## src/hw/msx_pkg.sv

```systemverilog
// Shared constants and types for the move and shift instruction execution block.
package msx_pkg;

  localparam int PTR_W = 16;
  localparam int BANK_W = 5;
  localparam int LATCH_W = 7;
  localparam int FADDR_W = 7;
  localparam int OFFS_W = 6;

  // Register port byte offsets.
  localparam logic [3:0] REG_WORK = 4'h0;
  localparam logic [3:0] REG_STATUS = 4'h1;
  localparam logic [3:0] REG_BANK = 4'h2;
  localparam logic [3:0] REG_LATCH = 4'h3;
  localparam logic [3:0] REG_PTR0_LO = 4'h4;
  localparam logic [3:0] REG_PTR0_HI = 4'h5;
  localparam logic [3:0] REG_PTR1_LO = 4'h6;
  localparam logic [3:0] REG_PTR1_HI = 4'h7;

  // Status register field positions.
  localparam int STATUS_C_BIT = 0;
  localparam int STATUS_Z_BIT = 1;

  // Reset values.
  localparam logic [7:0] WORK_RESET = 8'h00;
  localparam logic [BANK_W-1:0] BANK_RESET = 5'h00;
  localparam logic [LATCH_W-1:0] LATCH_RESET = 7'h00;
  localparam logic [PTR_W-1:0] PTR_RESET = 16'h0000;

  // File addresses that stand for the two indirect ports.
  localparam logic [FADDR_W-1:0] INDIRECT_PORT0_ADDR = 7'h00;
  localparam logic [FADDR_W-1:0] INDIRECT_PORT1_ADDR = 7'h01;

  typedef enum logic [2:0] {
    no_op = 3'h0,
    logical_right_shift_op = 3'h1,
    file_move_op = 3'h2,
    indirect_load_op = 3'h3,
    bank_literal_load_op = 3'h4,
    pc_latch_literal_load_op = 3'h5,
    accumulator_literal_load_op = 3'h6
  } op_t;

  typedef enum logic [1:0] {
    mode_pre_inc = 2'b00,
    mode_pre_dec = 2'b01,
    mode_post_inc = 2'b10,
    mode_post_dec = 2'b11
  } pointer_update_mode_t;

  typedef enum logic [2:0] {
    st_idle = 3'b001,
    st_read = 3'b010,
    st_capture = 3'b100
  } state_t;

endpackage

```

## src/hw/pointer_addr_unit.sv

```systemverilog
// Effective address and pointer update for one indirect load.
`timescale 1ns/1ns
module pointer_addr_unit
  import msx_pkg::*;
#(
  parameter int W = PTR_W
) (
  input wire logic [W-1:0] ptr,
  input wire logic [1:0] pointer_update_mode,
  input wire logic relative,
  input wire logic [OFFS_W-1:0] offset,
  output logic [W-1:0] eff_addr,
  output logic [W-1:0] ptr_next
);

  localparam logic [W-1:0] ONE = {{(W-1){1'b0}}, 1'b1};

  initial begin
    if (W <= OFFS_W) begin
      $error("pointer_addr_unit: pointer width too small");
    end
  end

  logic [W-1:0] inc;
  logic [W-1:0] dec;
  logic [W-1:0] offs_ext;

  // Plain modulo arithmetic gives the wrap at both ends of the range.
  assign inc = ptr + ONE;
  assign dec = ptr - ONE;
  assign offs_ext = {{(W-OFFS_W){offset[OFFS_W-1]}}, offset};

  always_comb begin
    if (relative) begin
      eff_addr = ptr + offs_ext;
      ptr_next = ptr;
    end else begin
      case (pointer_update_mode)
        mode_pre_inc: begin
          eff_addr = inc;
          ptr_next = inc;
        end
        mode_pre_dec: begin
          eff_addr = dec;
          ptr_next = dec;
        end
        mode_post_inc: begin
          eff_addr = ptr;
          ptr_next = inc;
        end
        default: begin
          eff_addr = ptr;
          ptr_next = dec;
        end
      endcase
    end
  end

endmodule

```

## src/hw/move_shift_instruction_exec.sv

```systemverilog
// Execution of shift, move, indirect load and literal load instructions.
// Notes on behaviour
// - Shift right moves f<7:1> down; f<0> to carry.
// - Shift result bit 7 zero; carry and zero updated.
// - Shift destination bit picks work register or file.
// - File move copies to work register or in place.
// - File move updates zero even in place.
// - Indirect load reads pointed location into work register.
// - Address is pointer plus/minus one, same, offset.
// - Mode 00 pre-inc, 01 pre-dec, 10 post-inc, 11 post-dec.
// - Relative offset -32..31 added; pointer unchanged.
// - Pointer ends incremented or decremented by one.
// - Indirect port has no storage; redirects via pointer.
// - Pointers are 16 bits and wrap both ways.
// - Bank literal loads bank select, flags untouched.
// - Latch literal loads seven bits, flags untouched.
// - Work literal loads eight bits in one cycle.
// - Pointer update leaves every status flag unchanged.
`timescale 1ns/1ns
module move_shift_instruction_exec
  import msx_pkg::*;
#(
  parameter int BUS_ADDR_W = 4
) (
  input wire logic clk,
  input wire logic reset,
  input wire logic op_valid,
  input wire op_t op_code,
  output logic op_ready,
  output logic op_done,
  input wire logic [FADDR_W-1:0] file_addr,
  input wire logic dest_bit,
  input wire logic [7:0] literal,
  input wire logic ptr_sel,
  input wire logic indirect_relative,
  input wire logic [1:0] pointer_update_mode,
  input wire logic [OFFS_W-1:0] rel_offset,
  output logic [PTR_W-1:0] mem_addr,
  output logic mem_rd,
  output logic mem_wr,
  output logic [7:0] mem_wdata,
  input wire logic [7:0] mem_rdata,
  input wire logic [BUS_ADDR_W-1:0] bus_addr,
  input wire logic [7:0] bus_wdata,
  input wire logic bus_wr,
  input wire logic bus_rd,
  output logic [7:0] bus_rdata,
  output logic [7:0] work_reg,
  output logic [BANK_W-1:0] bank_select_register,
  output logic [LATCH_W-1:0] program_counter_high_latch,
  output logic carry_flag,
  output logic zero_flag
);

  initial begin
    if (BUS_ADDR_W < 3) begin
      $error("move_shift_instruction_exec: register port address too narrow");
    end
  end

  typedef struct packed {
    state_t st;
    logic [7:0] work;
    logic carry;
    logic zero;
    logic [BANK_W-1:0] bank;
    logic [LATCH_W-1:0] latch;
    logic [PTR_W-1:0] ptr0;
    logic [PTR_W-1:0] ptr1;
    op_t op;
    logic dest;
    logic [PTR_W-1:0] maddr;
    logic mrd;
    logic mwr;
    logic [7:0] mwdata;
    logic done;
    logic [7:0] rdata;
  } regs_t;

  regs_t s_r;
  regs_t s_nxt;

  logic [PTR_W-1:0] sel_ptr;
  logic [PTR_W-1:0] eff_addr;
  logic [PTR_W-1:0] ptr_next;
  logic [PTR_W-1:0] file_mem_addr;
  logic [7:0] shift_res;
  logic [BUS_ADDR_W-1:0] bus_idx;

  assign sel_ptr = ptr_sel ? s_r.ptr1 : s_r.ptr0;

  pointer_addr_unit #(
    .W(PTR_W)
  ) u_ptr (
    .ptr(sel_ptr),
    .pointer_update_mode(pointer_update_mode),
    .relative(indirect_relative),
    .offset(rel_offset),
    .eff_addr(eff_addr),
    .ptr_next(ptr_next)
  );

  // The indirect ports hold nothing; their file addresses become the pointer.
  always_comb begin
    if (file_addr == INDIRECT_PORT0_ADDR) begin
      file_mem_addr = s_r.ptr0;
    end else if (file_addr == INDIRECT_PORT1_ADDR) begin
      file_mem_addr = s_r.ptr1;
    end else begin
      file_mem_addr = {{(PTR_W-BANK_W-FADDR_W){1'b0}}, s_r.bank, file_addr};
    end
  end

  assign shift_res = {1'b0, mem_rdata[7:1]};

  always_comb begin
    s_nxt = s_r;
    s_nxt.done = 1'b0;
    s_nxt.mrd = 1'b0;
    s_nxt.mwr = 1'b0;
    bus_idx = bus_addr;

    // Register port writes come first so an instruction in the same cycle wins.
    if (bus_wr) begin
      if (bus_idx == BUS_ADDR_W'(REG_WORK)) begin
        s_nxt.work = bus_wdata;
      end else if (bus_idx == BUS_ADDR_W'(REG_STATUS)) begin
        s_nxt.carry = bus_wdata[STATUS_C_BIT];
        s_nxt.zero = bus_wdata[STATUS_Z_BIT];
      end else if (bus_idx == BUS_ADDR_W'(REG_BANK)) begin
        s_nxt.bank = bus_wdata[BANK_W-1:0];
      end else if (bus_idx == BUS_ADDR_W'(REG_LATCH)) begin
        s_nxt.latch = bus_wdata[LATCH_W-1:0];
      end else if (bus_idx == BUS_ADDR_W'(REG_PTR0_LO)) begin
        s_nxt.ptr0[7:0] = bus_wdata;
      end else if (bus_idx == BUS_ADDR_W'(REG_PTR0_HI)) begin
        s_nxt.ptr0[15:8] = bus_wdata;
      end else if (bus_idx == BUS_ADDR_W'(REG_PTR1_LO)) begin
        s_nxt.ptr1[7:0] = bus_wdata;
      end else if (bus_idx == BUS_ADDR_W'(REG_PTR1_HI)) begin
        s_nxt.ptr1[15:8] = bus_wdata;
      end
    end

    if (bus_rd) begin
      if (bus_idx == BUS_ADDR_W'(REG_WORK)) begin
        s_nxt.rdata = s_r.work;
      end else if (bus_idx == BUS_ADDR_W'(REG_STATUS)) begin
        s_nxt.rdata = {6'h00, s_r.zero, s_r.carry};
      end else if (bus_idx == BUS_ADDR_W'(REG_BANK)) begin
        s_nxt.rdata = {3'h0, s_r.bank};
      end else if (bus_idx == BUS_ADDR_W'(REG_LATCH)) begin
        s_nxt.rdata = {1'b0, s_r.latch};
      end else if (bus_idx == BUS_ADDR_W'(REG_PTR0_LO)) begin
        s_nxt.rdata = s_r.ptr0[7:0];
      end else if (bus_idx == BUS_ADDR_W'(REG_PTR0_HI)) begin
        s_nxt.rdata = s_r.ptr0[15:8];
      end else if (bus_idx == BUS_ADDR_W'(REG_PTR1_LO)) begin
        s_nxt.rdata = s_r.ptr1[7:0];
      end else if (bus_idx == BUS_ADDR_W'(REG_PTR1_HI)) begin
        s_nxt.rdata = s_r.ptr1[15:8];
      end else begin
        s_nxt.rdata = 8'h00;
      end
    end else begin
      s_nxt.rdata = 8'h00;
    end

    case (s_r.st)
      st_idle: begin
        if (op_valid) begin
          s_nxt.op = op_code;
          s_nxt.dest = dest_bit;
          case (op_code)
            logical_right_shift_op, file_move_op: begin
              s_nxt.maddr = file_mem_addr;
              s_nxt.mrd = 1'b1;
              s_nxt.st = st_read;
            end
            indirect_load_op: begin
              s_nxt.maddr = eff_addr;
              s_nxt.mrd = 1'b1;
              // Flags are not touched here: the pointer step is silent.
              if (ptr_sel) begin
                s_nxt.ptr1 = ptr_next;
              end else begin
                s_nxt.ptr0 = ptr_next;
              end
              s_nxt.st = st_read;
            end
            bank_literal_load_op: begin
              s_nxt.bank = literal[BANK_W-1:0];
              s_nxt.done = 1'b1;
            end
            pc_latch_literal_load_op: begin
              s_nxt.latch = literal[LATCH_W-1:0];
              s_nxt.done = 1'b1;
            end
            accumulator_literal_load_op: begin
              s_nxt.work = literal;
              s_nxt.done = 1'b1;
            end
            default: begin
              s_nxt.done = 1'b1;
            end
          endcase
        end
      end
      st_read: begin
        // Memory answers one cycle after the read strobe.
        s_nxt.st = st_capture;
      end
      st_capture: begin
        s_nxt.st = st_idle;
        s_nxt.done = 1'b1;
        case (s_r.op)
          logical_right_shift_op: begin
            s_nxt.carry = mem_rdata[0];
            s_nxt.zero = (shift_res == 8'h00);
            if (s_r.dest) begin
              s_nxt.mwr = 1'b1;
              s_nxt.mwdata = shift_res;
            end else begin
              s_nxt.work = shift_res;
            end
          end
          file_move_op: begin
            s_nxt.zero = (mem_rdata == 8'h00);
            if (s_r.dest) begin
              s_nxt.mwr = 1'b1;
              s_nxt.mwdata = mem_rdata;
            end else begin
              s_nxt.work = mem_rdata;
            end
          end
          default: begin
            s_nxt.work = mem_rdata;
            s_nxt.zero = (mem_rdata == 8'h00);
          end
        endcase
      end
      default: begin
        s_nxt.st = st_idle;
      end
    endcase
  end

  always_ff @(posedge clk) begin
    if (reset) begin
      s_r <= '{st: st_idle, work: WORK_RESET, carry: 1'b0, zero: 1'b0, bank: BANK_RESET,
               latch: LATCH_RESET, ptr0: PTR_RESET, ptr1: PTR_RESET, op: no_op,
               dest: 1'b0, maddr: PTR_RESET, mrd: 1'b0, mwr: 1'b0, mwdata: 8'h00,
               done: 1'b0, rdata: 8'h00};
    end else begin
      s_r <= s_nxt;
    end
  end

  assign op_ready = (s_r.st == st_idle);
  assign op_done = s_r.done;
  assign mem_addr = s_r.maddr;
  assign mem_rd = s_r.mrd;
  assign mem_wr = s_r.mwr;
  assign mem_wdata = s_r.mwdata;
  assign bus_rdata = s_r.rdata;
  assign work_reg = s_r.work;
  assign bank_select_register = s_r.bank;
  assign program_counter_high_latch = s_r.latch;
  assign carry_flag = s_r.carry;
  assign zero_flag = s_r.zero;

  // Helper terms for the checks below.
  logic take;
  logic cap_lsr;
  logic cap_move;
  logic cap_ind;
  assign take = op_valid && op_ready && !bus_wr;
  assign cap_lsr = (s_r.st == st_capture) && (s_r.op == logical_right_shift_op) && !bus_wr;
  assign cap_move = (s_r.st == st_capture) && (s_r.op == file_move_op) && !bus_wr;
  assign cap_ind = (s_r.st == st_capture) && (s_r.op == indirect_load_op) && !bus_wr;

  a_lsr_to_work: assert property (@(posedge clk) disable iff (reset)
    cap_lsr && !s_r.dest |=> work_reg == {1'b0, $past(mem_rdata[7:1])}
      && carry_flag == $past(mem_rdata[0]))
    else $error("shift into work register wrong");

  a_lsr_file_back: assert property (@(posedge clk) disable iff (reset)
    cap_lsr && s_r.dest |=> mem_wr && !mem_wdata[7] && work_reg == $past(work_reg)
      && mem_wdata[6:0] == $past(mem_rdata[7:1]))
    else $error("shift write-back wrong");

  a_lsr_zero_flag: assert property (@(posedge clk) disable iff (reset)
    cap_lsr |=> zero_flag == ($past(mem_rdata[7:1]) == 7'h00))
    else $error("shift zero flag wrong");

  a_move_zero: assert property (@(posedge clk) disable iff (reset)
    cap_move && s_r.dest |=> mem_wr && mem_wdata == $past(mem_rdata)
      && zero_flag == ($past(mem_rdata) == 8'h00))
    else $error("in-place move zero flag wrong");

  a_move_to_work: assert property (@(posedge clk) disable iff (reset)
    cap_move && !s_r.dest |=> !mem_wr && work_reg == $past(mem_rdata))
    else $error("file move to work register wrong");

  a_indirect_load: assert property (@(posedge clk) disable iff (reset)
    cap_ind |=> work_reg == $past(mem_rdata) && zero_flag == ($past(mem_rdata) == 8'h00)
      && carry_flag == $past(carry_flag))
    else $error("indirect load wrong");

  a_pre_inc_addr: assert property (@(posedge clk) disable iff (reset)
    take && op_code == indirect_load_op && !indirect_relative && !ptr_sel
      && pointer_update_mode == 2'b00
      |=> mem_rd && mem_addr == $past(s_r.ptr0) + 16'h0001 && s_r.ptr0 == mem_addr)
    else $error("pre-increment address wrong");

  a_post_dec_ptr: assert property (@(posedge clk) disable iff (reset)
    take && op_code == indirect_load_op && !indirect_relative && ptr_sel
      && pointer_update_mode == 2'b11
      |=> mem_addr == $past(s_r.ptr1) && s_r.ptr1 == $past(s_r.ptr1) - 16'h0001)
    else $error("post-decrement pointer wrong");

  a_rel_offset: assert property (@(posedge clk) disable iff (reset)
    take && op_code == indirect_load_op && indirect_relative && !ptr_sel
      |=> s_r.ptr0 == $past(s_r.ptr0)
        && mem_addr == $past(s_r.ptr0) + {{10{$past(rel_offset[5])}}, $past(rel_offset)})
    else $error("relative offset address wrong");

  a_ptr_wrap: assert property (@(posedge clk) disable iff (reset)
    take && op_code == indirect_load_op && !indirect_relative && !ptr_sel
      && pointer_update_mode == 2'b10 && s_r.ptr0 == 16'hffff |=> s_r.ptr0 == 16'h0000)
    else $error("pointer did not wrap");

  a_ptr_flags_kept: assert property (@(posedge clk) disable iff (reset)
    take && op_code == indirect_load_op
      |=> carry_flag == $past(carry_flag) && zero_flag == $past(zero_flag))
    else $error("pointer step touched a flag");

  a_port_redirect: assert property (@(posedge clk) disable iff (reset)
    take && op_code == file_move_op && file_addr == INDIRECT_PORT1_ADDR
      |=> mem_rd && mem_addr == $past(s_r.ptr1))
    else $error("indirect port not redirected");

  a_bank_literal: assert property (@(posedge clk) disable iff (reset)
    take && op_code == bank_literal_load_op
      |=> bank_select_register == $past(literal[4:0]) && op_done
        && carry_flag == $past(carry_flag) && zero_flag == $past(zero_flag))
    else $error("bank literal load wrong");

  a_latch_literal: assert property (@(posedge clk) disable iff (reset)
    take && op_code == pc_latch_literal_load_op
      |=> program_counter_high_latch == $past(literal[6:0])
        && zero_flag == $past(zero_flag))
    else $error("latch literal load wrong");

  a_work_literal: assert property (@(posedge clk) disable iff (reset)
    take && op_code == accumulator_literal_load_op
      |=> work_reg == $past(literal) && op_done && op_ready)
    else $error("work literal load wrong");

  a_file_op_time: assert property (@(posedge clk) disable iff (reset)
    take && (op_code == file_move_op || op_code == logical_right_shift_op)
      |=> !op_ready ##1 !op_ready && !op_done ##1 op_done && op_ready)
    else $error("file operation timing wrong");

endmodule

```

## config.mk

```make
export PLATFORM = sky130hd
export DESIGN_NAME = move_shift_instruction_exec
export DESIGN_NICKNAME = d
export VERILOG_FILES = /design/src/hw/msx_pkg.sv /design/src/hw/pointer_addr_unit.sv /design/src/hw/move_shift_instruction_exec.sv
export SDC_FILE = /design/constraint.sdc
export NUM_CORES = 1
export LEC_CHECK = 0
export ABC_CLOCK_PERIOD_IN_PS = 8900
export BUFFER_PORTS_ARGS = -buffer_cell sky130_fd_sc_hd__buf_2
export CORE_MARGIN = 3
export CORE_UTILIZATION = 28
export DETAILED_ROUTE_END_ITERATION = 7
export GPL_ROUTABILITY_DRIVEN = 1
export GPL_TIMING_DRIVEN = 0
export PLACE_DENSITY = 0.52
export SYNTH_ARGS = -nofsm -noshare
export SYNTH_HDL_FRONTEND = slang
export SYNTH_HIERARCHICAL = 1
export SYNTH_SLANG_ARGS = --single-unit
```

## constraint.sdc

```tcl
create_clock -name clk -period 8.9 [get_ports clk]
set_input_delay 1.335 -clock clk [delete_from_list [all_inputs] [get_ports clk]]
set_output_delay 1.335 -clock clk [all_outputs]
set_load 0.05 [all_outputs]
```

[Word-level counts from Yosys, hierarchy flattened]
Index checks and enable logic that the tools add are counted.
Word-level totals
  flip-flop bits (word level): 96
  input port bits: 54
  output and inout port bits: 58
Operators by class
  equality and inequality tests: 26
  bitwise logic cells: 4
  multiplexer cells: 57
  reductions and logical operators: 20
  add/sub/neg operators: 3
Operators with widths (count)
  2-to-1 mux 16 bit: 10
  2-to-1 mux 8 bit: 18
  2-to-1 mux 65 bit: 2
  2-to-1 mux 32 bit: 2
  2-to-1 mux 54 bit: 1
  2-to-1 mux 46 bit: 1
  2-to-1 mux 44 bit: 1
  2-to-1 mux 39 bit: 1
  case mux 17 bit (2 select lines): 1
  case mux 16 bit (2 select lines): 1
  case mux 8 bit (2 select lines): 2
  2-to-1 mux 9 bit: 2
  case mux 9 bit (2 select lines): 1
  adder 16 x 1 -> 16 bit (second input constant): 1
  adder 16 bit: 1
  == test 4 x 3 -> 1 bit (second input constant): 4
  logical NOT 8 bit: 2
  subtractor 16 x 1 -> 16 bit (second input constant): 1
  2-to-1 mux 7 bit: 2
  == test 3 x 2 -> 1 bit (second input constant): 4
  == test 3 bit (second input constant): 4
  2-to-1 mux 11 bit: 1
  2-to-1 mux 5 bit: 2
  == test 3 x 1 -> 1 bit (second input constant): 3
  22 further kinds: 42

[Longest topological paths before layout]
  word-level depth: 14
  depth in mapped cells: 13

[Modules after synthesis]
The synthesis kept the hierarchy.
Modules (own cells, without submodules)
  move_shift_instruction_exec: cells an instance 649, instances 1, area each 5761.8 µm²
  pointer_addr_unit: cells an instance 277, instances 1, area each 1788.0 µm²

[Least setup slack after synthesis]
No wires, ideal clock.
  kind: input port to flip-flop
  start point: input port ptr_sel
  end point: register s_r (netlist bit mem_addr[15])
  library setup time: 86 ps
  path buffers: 2
  cell stages on the path: 12
  arrival: 4315 ps
  required time: 8814 ps
  path slack: 4500 ps
  cells stage by stage: clkbuf_1 > buf_1 > mux2_2 > ha_1 > a21oi_1 > o21ai_0 > and2_1 > or4_1 > a31oi_1 > xnor2_1 > a22oi_1 > a211oi_1
On the way
  cells in the longest elaborated chain, start to end: 5
  elaborated cells on any way between the ends: 7
Ends and longest elaborated chain
  start: declaration: RTL line move_shift_instruction_exec.sv:34  | input wire logic ptr_sel,
  2-to-1 mux 16 bit (*): RTL line move_shift_instruction_exec.sv:90  | assign sel_ptr = ptr_sel ? s_r.ptr1 : s_r.ptr0;
  via sel_ptr[8]: RTL line move_shift_instruction_exec.sv:83  | logic [PTR_W-1:0] sel_ptr;
  subtractor 16 x 1 -> 16 bit or adder 16 x 1 -> 16 bit (tied branches): RTL line pointer_addr_unit.sv:30, pointer_addr_unit.sv:29
  case mux 16 bit (2 select lines): RTL line pointer_addr_unit.sv:38  | case (pointer_update_mode)
  2-to-1 mux 16 bit (*): RTL line pointer_addr_unit.sv:34  | if (relative) begin
  via eff_addr[15]: RTL line move_shift_instruction_exec.sv:84  | logic [PTR_W-1:0] eff_addr;
  case mux 17 bit (2 select lines) (*): RTL line move_shift_instruction_exec.sv:174  | case (op_code)
  end signal: assignment: RTL line move_shift_instruction_exec.sv:250  | s_r <= '{st: st_idle, work: WORK_RESET, carry: 1'b0, zero: 1'b0, bank: BANK_RESET,
  end signal: assignment: RTL line move_shift_instruction_exec.sv:255  | s_r <= s_nxt;
  end: declaration: RTL line move_shift_instruction_exec.sv:80  | regs_t s_r;
The timed path passes the listed nets; every way through them passes the cells marked *.
A chain may end at the register's enable or synchronous reset.

[Final worst setup path]
Same ends and word-level chain as after synthesis.

==> results.json <==
{
  "netlist_area_um2": 7550,
  "crit_path_start_kind": "input pin",
  "vias_per_cell": 5.50,
  "crit_chain": "clkbuf_1 > buf_1 > mux2_2 > ha_1 > a21oi_1 > o21ai_0 > and2_1 > or4_1 > a31oi_1 > xnor2_1 > a22oi_1 > a211oi_1",
  "power_frac_comb_pct": 24.7,
  "fp.dieW_um": 170,
  "cts_resized": 0,
  "num_antenna_cells": 0,
  "endpoint_kind": "register",
  "clock.fmax_ghz": 0.219,
  "cts_buffers": 9,
  "netSwitchingPower_uw": 395,
  "final_common_cell": "buf_2",
  "finalSetupViolCount": 0,
  "r2r_cells": 12,
  "synth-edff-count": 0,
  "die_h_um": 170,
  "post-route-period-util_pct": 51.4,
  "cp_data_arrival_time_ns": 4.84,
  "path_buf_inv": 2,
  "skew_ns": 0.0170,
  "ys_seq_elements": 96,
  "status": "finished clean",
  "worst_skew_pair.late_latency_ns": 0.36,
  "first_pass_iters": 6,
  "grt_pass1_vias": 7343,
  "pwr-share-seq_pct": 39.9,
  "rsz0062_at_grt": "no",
  "grt_usage_pct": 19.8,
  "ir_worst_vdd_mv": 0.0887,
  "maxCapViolCount": 0,
  "p_int_uw": 767,
  "synthArstFlopShare_pct": 0,
  "detail-route-antenna-nets": 0,
  "syn_inst": 926,
  "start_util_pct": 28.7,
  "timing.critical_path.fanout_max": 10,
  "crit_end": "mem_addr[15]",
  "die-area_um2": 29000,
  "clk_pin_slew_ns": 0.07,
  "p_clk_share_pct": 35.4,
  "num_rows": 59,
  "grt_max_degree": 18,
  "core_area_um2": 26300,
  "crit_cells": 12,
  "overflow": 0,
  "drc": 0,
  "postRouteWirelength_um": 29400,
  "synth_area_per_cell_um2": 8.15,
  "finalCriticalPeriod_ns": 4.57,
  "cts-htree-levels": 3,
  "syn_nets": 998,
  "ioPinCount": 112,
  "sw_frac_of_total_pct": 34.0,
  "top_layer": "met4",
  "grt_first_pass_wirelength_um": 44000,
  "max_stage_delay_ns": 0.50,
  "fin_setup_tns_ns": 0,
  "crit_slowest_cell": "mux2_2",
  "drtIter0Drc": 665,
  "yosysWarnings": 6,
  "syn_to_final_growth_pct": 16.7,
  "layout.nets": 1117,
  "routed-wl-met2_um": 13700,
  "cts_setup_buffers": 0,
  "hold_buffers": 0,
  "leakagePower_nw": 3.64,
  "yosysSeqAreaShare_pct": 25.5,
  "hpwl_um": 23000,
  "worstPathRequired_ns": 9.17,
  "synth.area.top_cells": "dfxtp_1, mux2i_1, a211oi_1",
  "powerDensity_nw_per_um2": 132,
  "finish.utilization_pct": 33.5,
  "relSlewSlack_pct": 40.6,
  "nFillCells": 2828,
  "cts_tree": "built",
  "synth_top_flop_cell": "dfxtp_1",
  "r2r_end": "mem_addr[12]",
  "path_class": "in2reg",
  "crit_path_start": "ptr_sel",
  "worstReg2RegStart": "s_r[55]",
  "layout_common_cells": "buf_2, nor2_1, dfxtp_1",
  "largest_register_ffs": 39,
  "place_congestion": 0.940,
  "regMostFlops": "s_r",
  "tightest_slew_ns": 0.883,
  "hold_path_class": "reg2reg",
  "drt-met1-wl_um": 13300,
  "critical-path-top-delay-family": "compound AO/OA/AOI/OAI gates",
  "num_vias": 7617,
  "post_drt_wl_per_cell_um": 21.2,
  "grt_antenna_before_repair": 1,
  "cts_sinks": 96,
  "cts_root_buf": "clkbuf_16",
  "drv_slew": 0,
  "finalHoldViolCount": 0,
  "io_buffers": 108,
  "rrSetupSlack_ns": 5.78,
  "synth.top_cell.area_share_pct": 25.5,
  "yosysTopAreaCell": "dfxtp_1",
  "netlist-cell-type-count": 82,
  "final_layout_size_suffix_gt1_share_pct": 24.8,
  "wl_met3_um": 1610,
  "cts_buffer_depth": 2
}
-- power groups by stage --
stage / clock [mW] / combinational [mW] / sequential (mW)
2_1_floorplan: 0 / 0.198 / 0.465
3_3_place_gp: 0 / 0.283 / 0.473
3_5_place_dp: 0 / 0.283 / 0.473
4_1_cts: 0.416 / 0.284 / 0.463
5_1_grt: 0.433 / 0.310 / 0.465
6_report: 0.411 / 0.287 / 0.464
-- cell usage after synthesis, types with 8 or more instances --
master / n
mux2_2: 29
o21ai_0: 28
dfxtp_1: 96
and3_1: 12
nand2_1: 53
or3_1: 14
ha_1: 17
nor3_1: 19
clkbuf_1: 37
buf_2: 19
nor2b_1: 11
a211oi_1: 74
inv_1: 10
buf_4: 55
nor4_1: 8
nor2_1: 100
nand2b_1: 13
xor2_1: 17
mux2i_1: 61
nand3_1: 18
nand4_1: 9
o22ai_1: 8
xnor2_1: 18
a21oi_1: 61
o21a_1: 8
a22oi_1: 14
o221ai_1: 9
-- stage by stage --
step / instances / worst slack [ns] / power (mW) / cell area [um^2] / hold slack, ns
after detailed placement: 1369 / 3.93 / 0.757 / 8510 / 0.447
after global routing: 1385 / 4.00 / 1.21 / 8810 / 0.491
after global placement: 1369 / 4.03 / 0.757 / 8510 / 0.445
final: 1385 / 4.33 / 1.16 / 8810 / 0.456
after CTS: 1385 / 4.32 / 1.16 / 8810 / 0.457
after floorplan: 926 / 4.50 / 0.663 / 7550 / 0.437
-- tightest hold or removal path, cell delays in order (launching register included) --
cell and delay, ns:
dfxtp_1 0.31, nand2_1 0.05, a21oi_1 0.05
-- per-layer routing --
layer / GRT usage (%) / vias up
met2: 32.8 / 271
li1: - / 3650
met5: 0 / -
met4: 6.56 / 0
met1: 26.4 / 3646
met3: 2.81 / 50
-- worst min-delay path by stage --
stage                 start           end  cells after the start
2_1_floorplan  mem_wdata[0]  mem_wdata[0]                      2
3_3_place_gp   mem_wdata[1]  mem_wdata[1]                      2
3_5_place_dp   mem_wdata[4]  mem_wdata[4]                      2
4_1_cts        mem_wdata[4]  mem_wdata[4]                      2
5_1_grt        mem_wdata[1]  mem_wdata[1]                      2
6_report       mem_wdata[4]  mem_wdata[4]                      2
-- kinds of logic after synthesis --
| logic type | Yosys count | synth area share [%] |
|---|---|---|
| flip-flops | 96 | 25.5 |
| AO/OA/AOI/OAI | 260 | 23.6 |
| multiplexers | 94 | 13.6 |
| adder cells (fa/ha/maj) | 18 | 3.08 |
| AND/OR/NAND/NOR | 293 | 20.4 |
| buffers and inverters | 130 | 9.74 |
| XOR/XNOR | 35 | 4.06 |
-- final cells by class --
class                   instances  area (um^2)  area share (%)
flip-flops and latches         96         1920            21.8
inverters                      12         45.0           0.511
multi-input cells             700         4890            55.5
well taps                     335          419            4.76
clock buffers                   9          225            2.56
repair buffers                108          541            6.13
plain buffers                 118          691            7.84
clock inverters                 7         76.3           0.866
(Power assumes the default switching activity.)
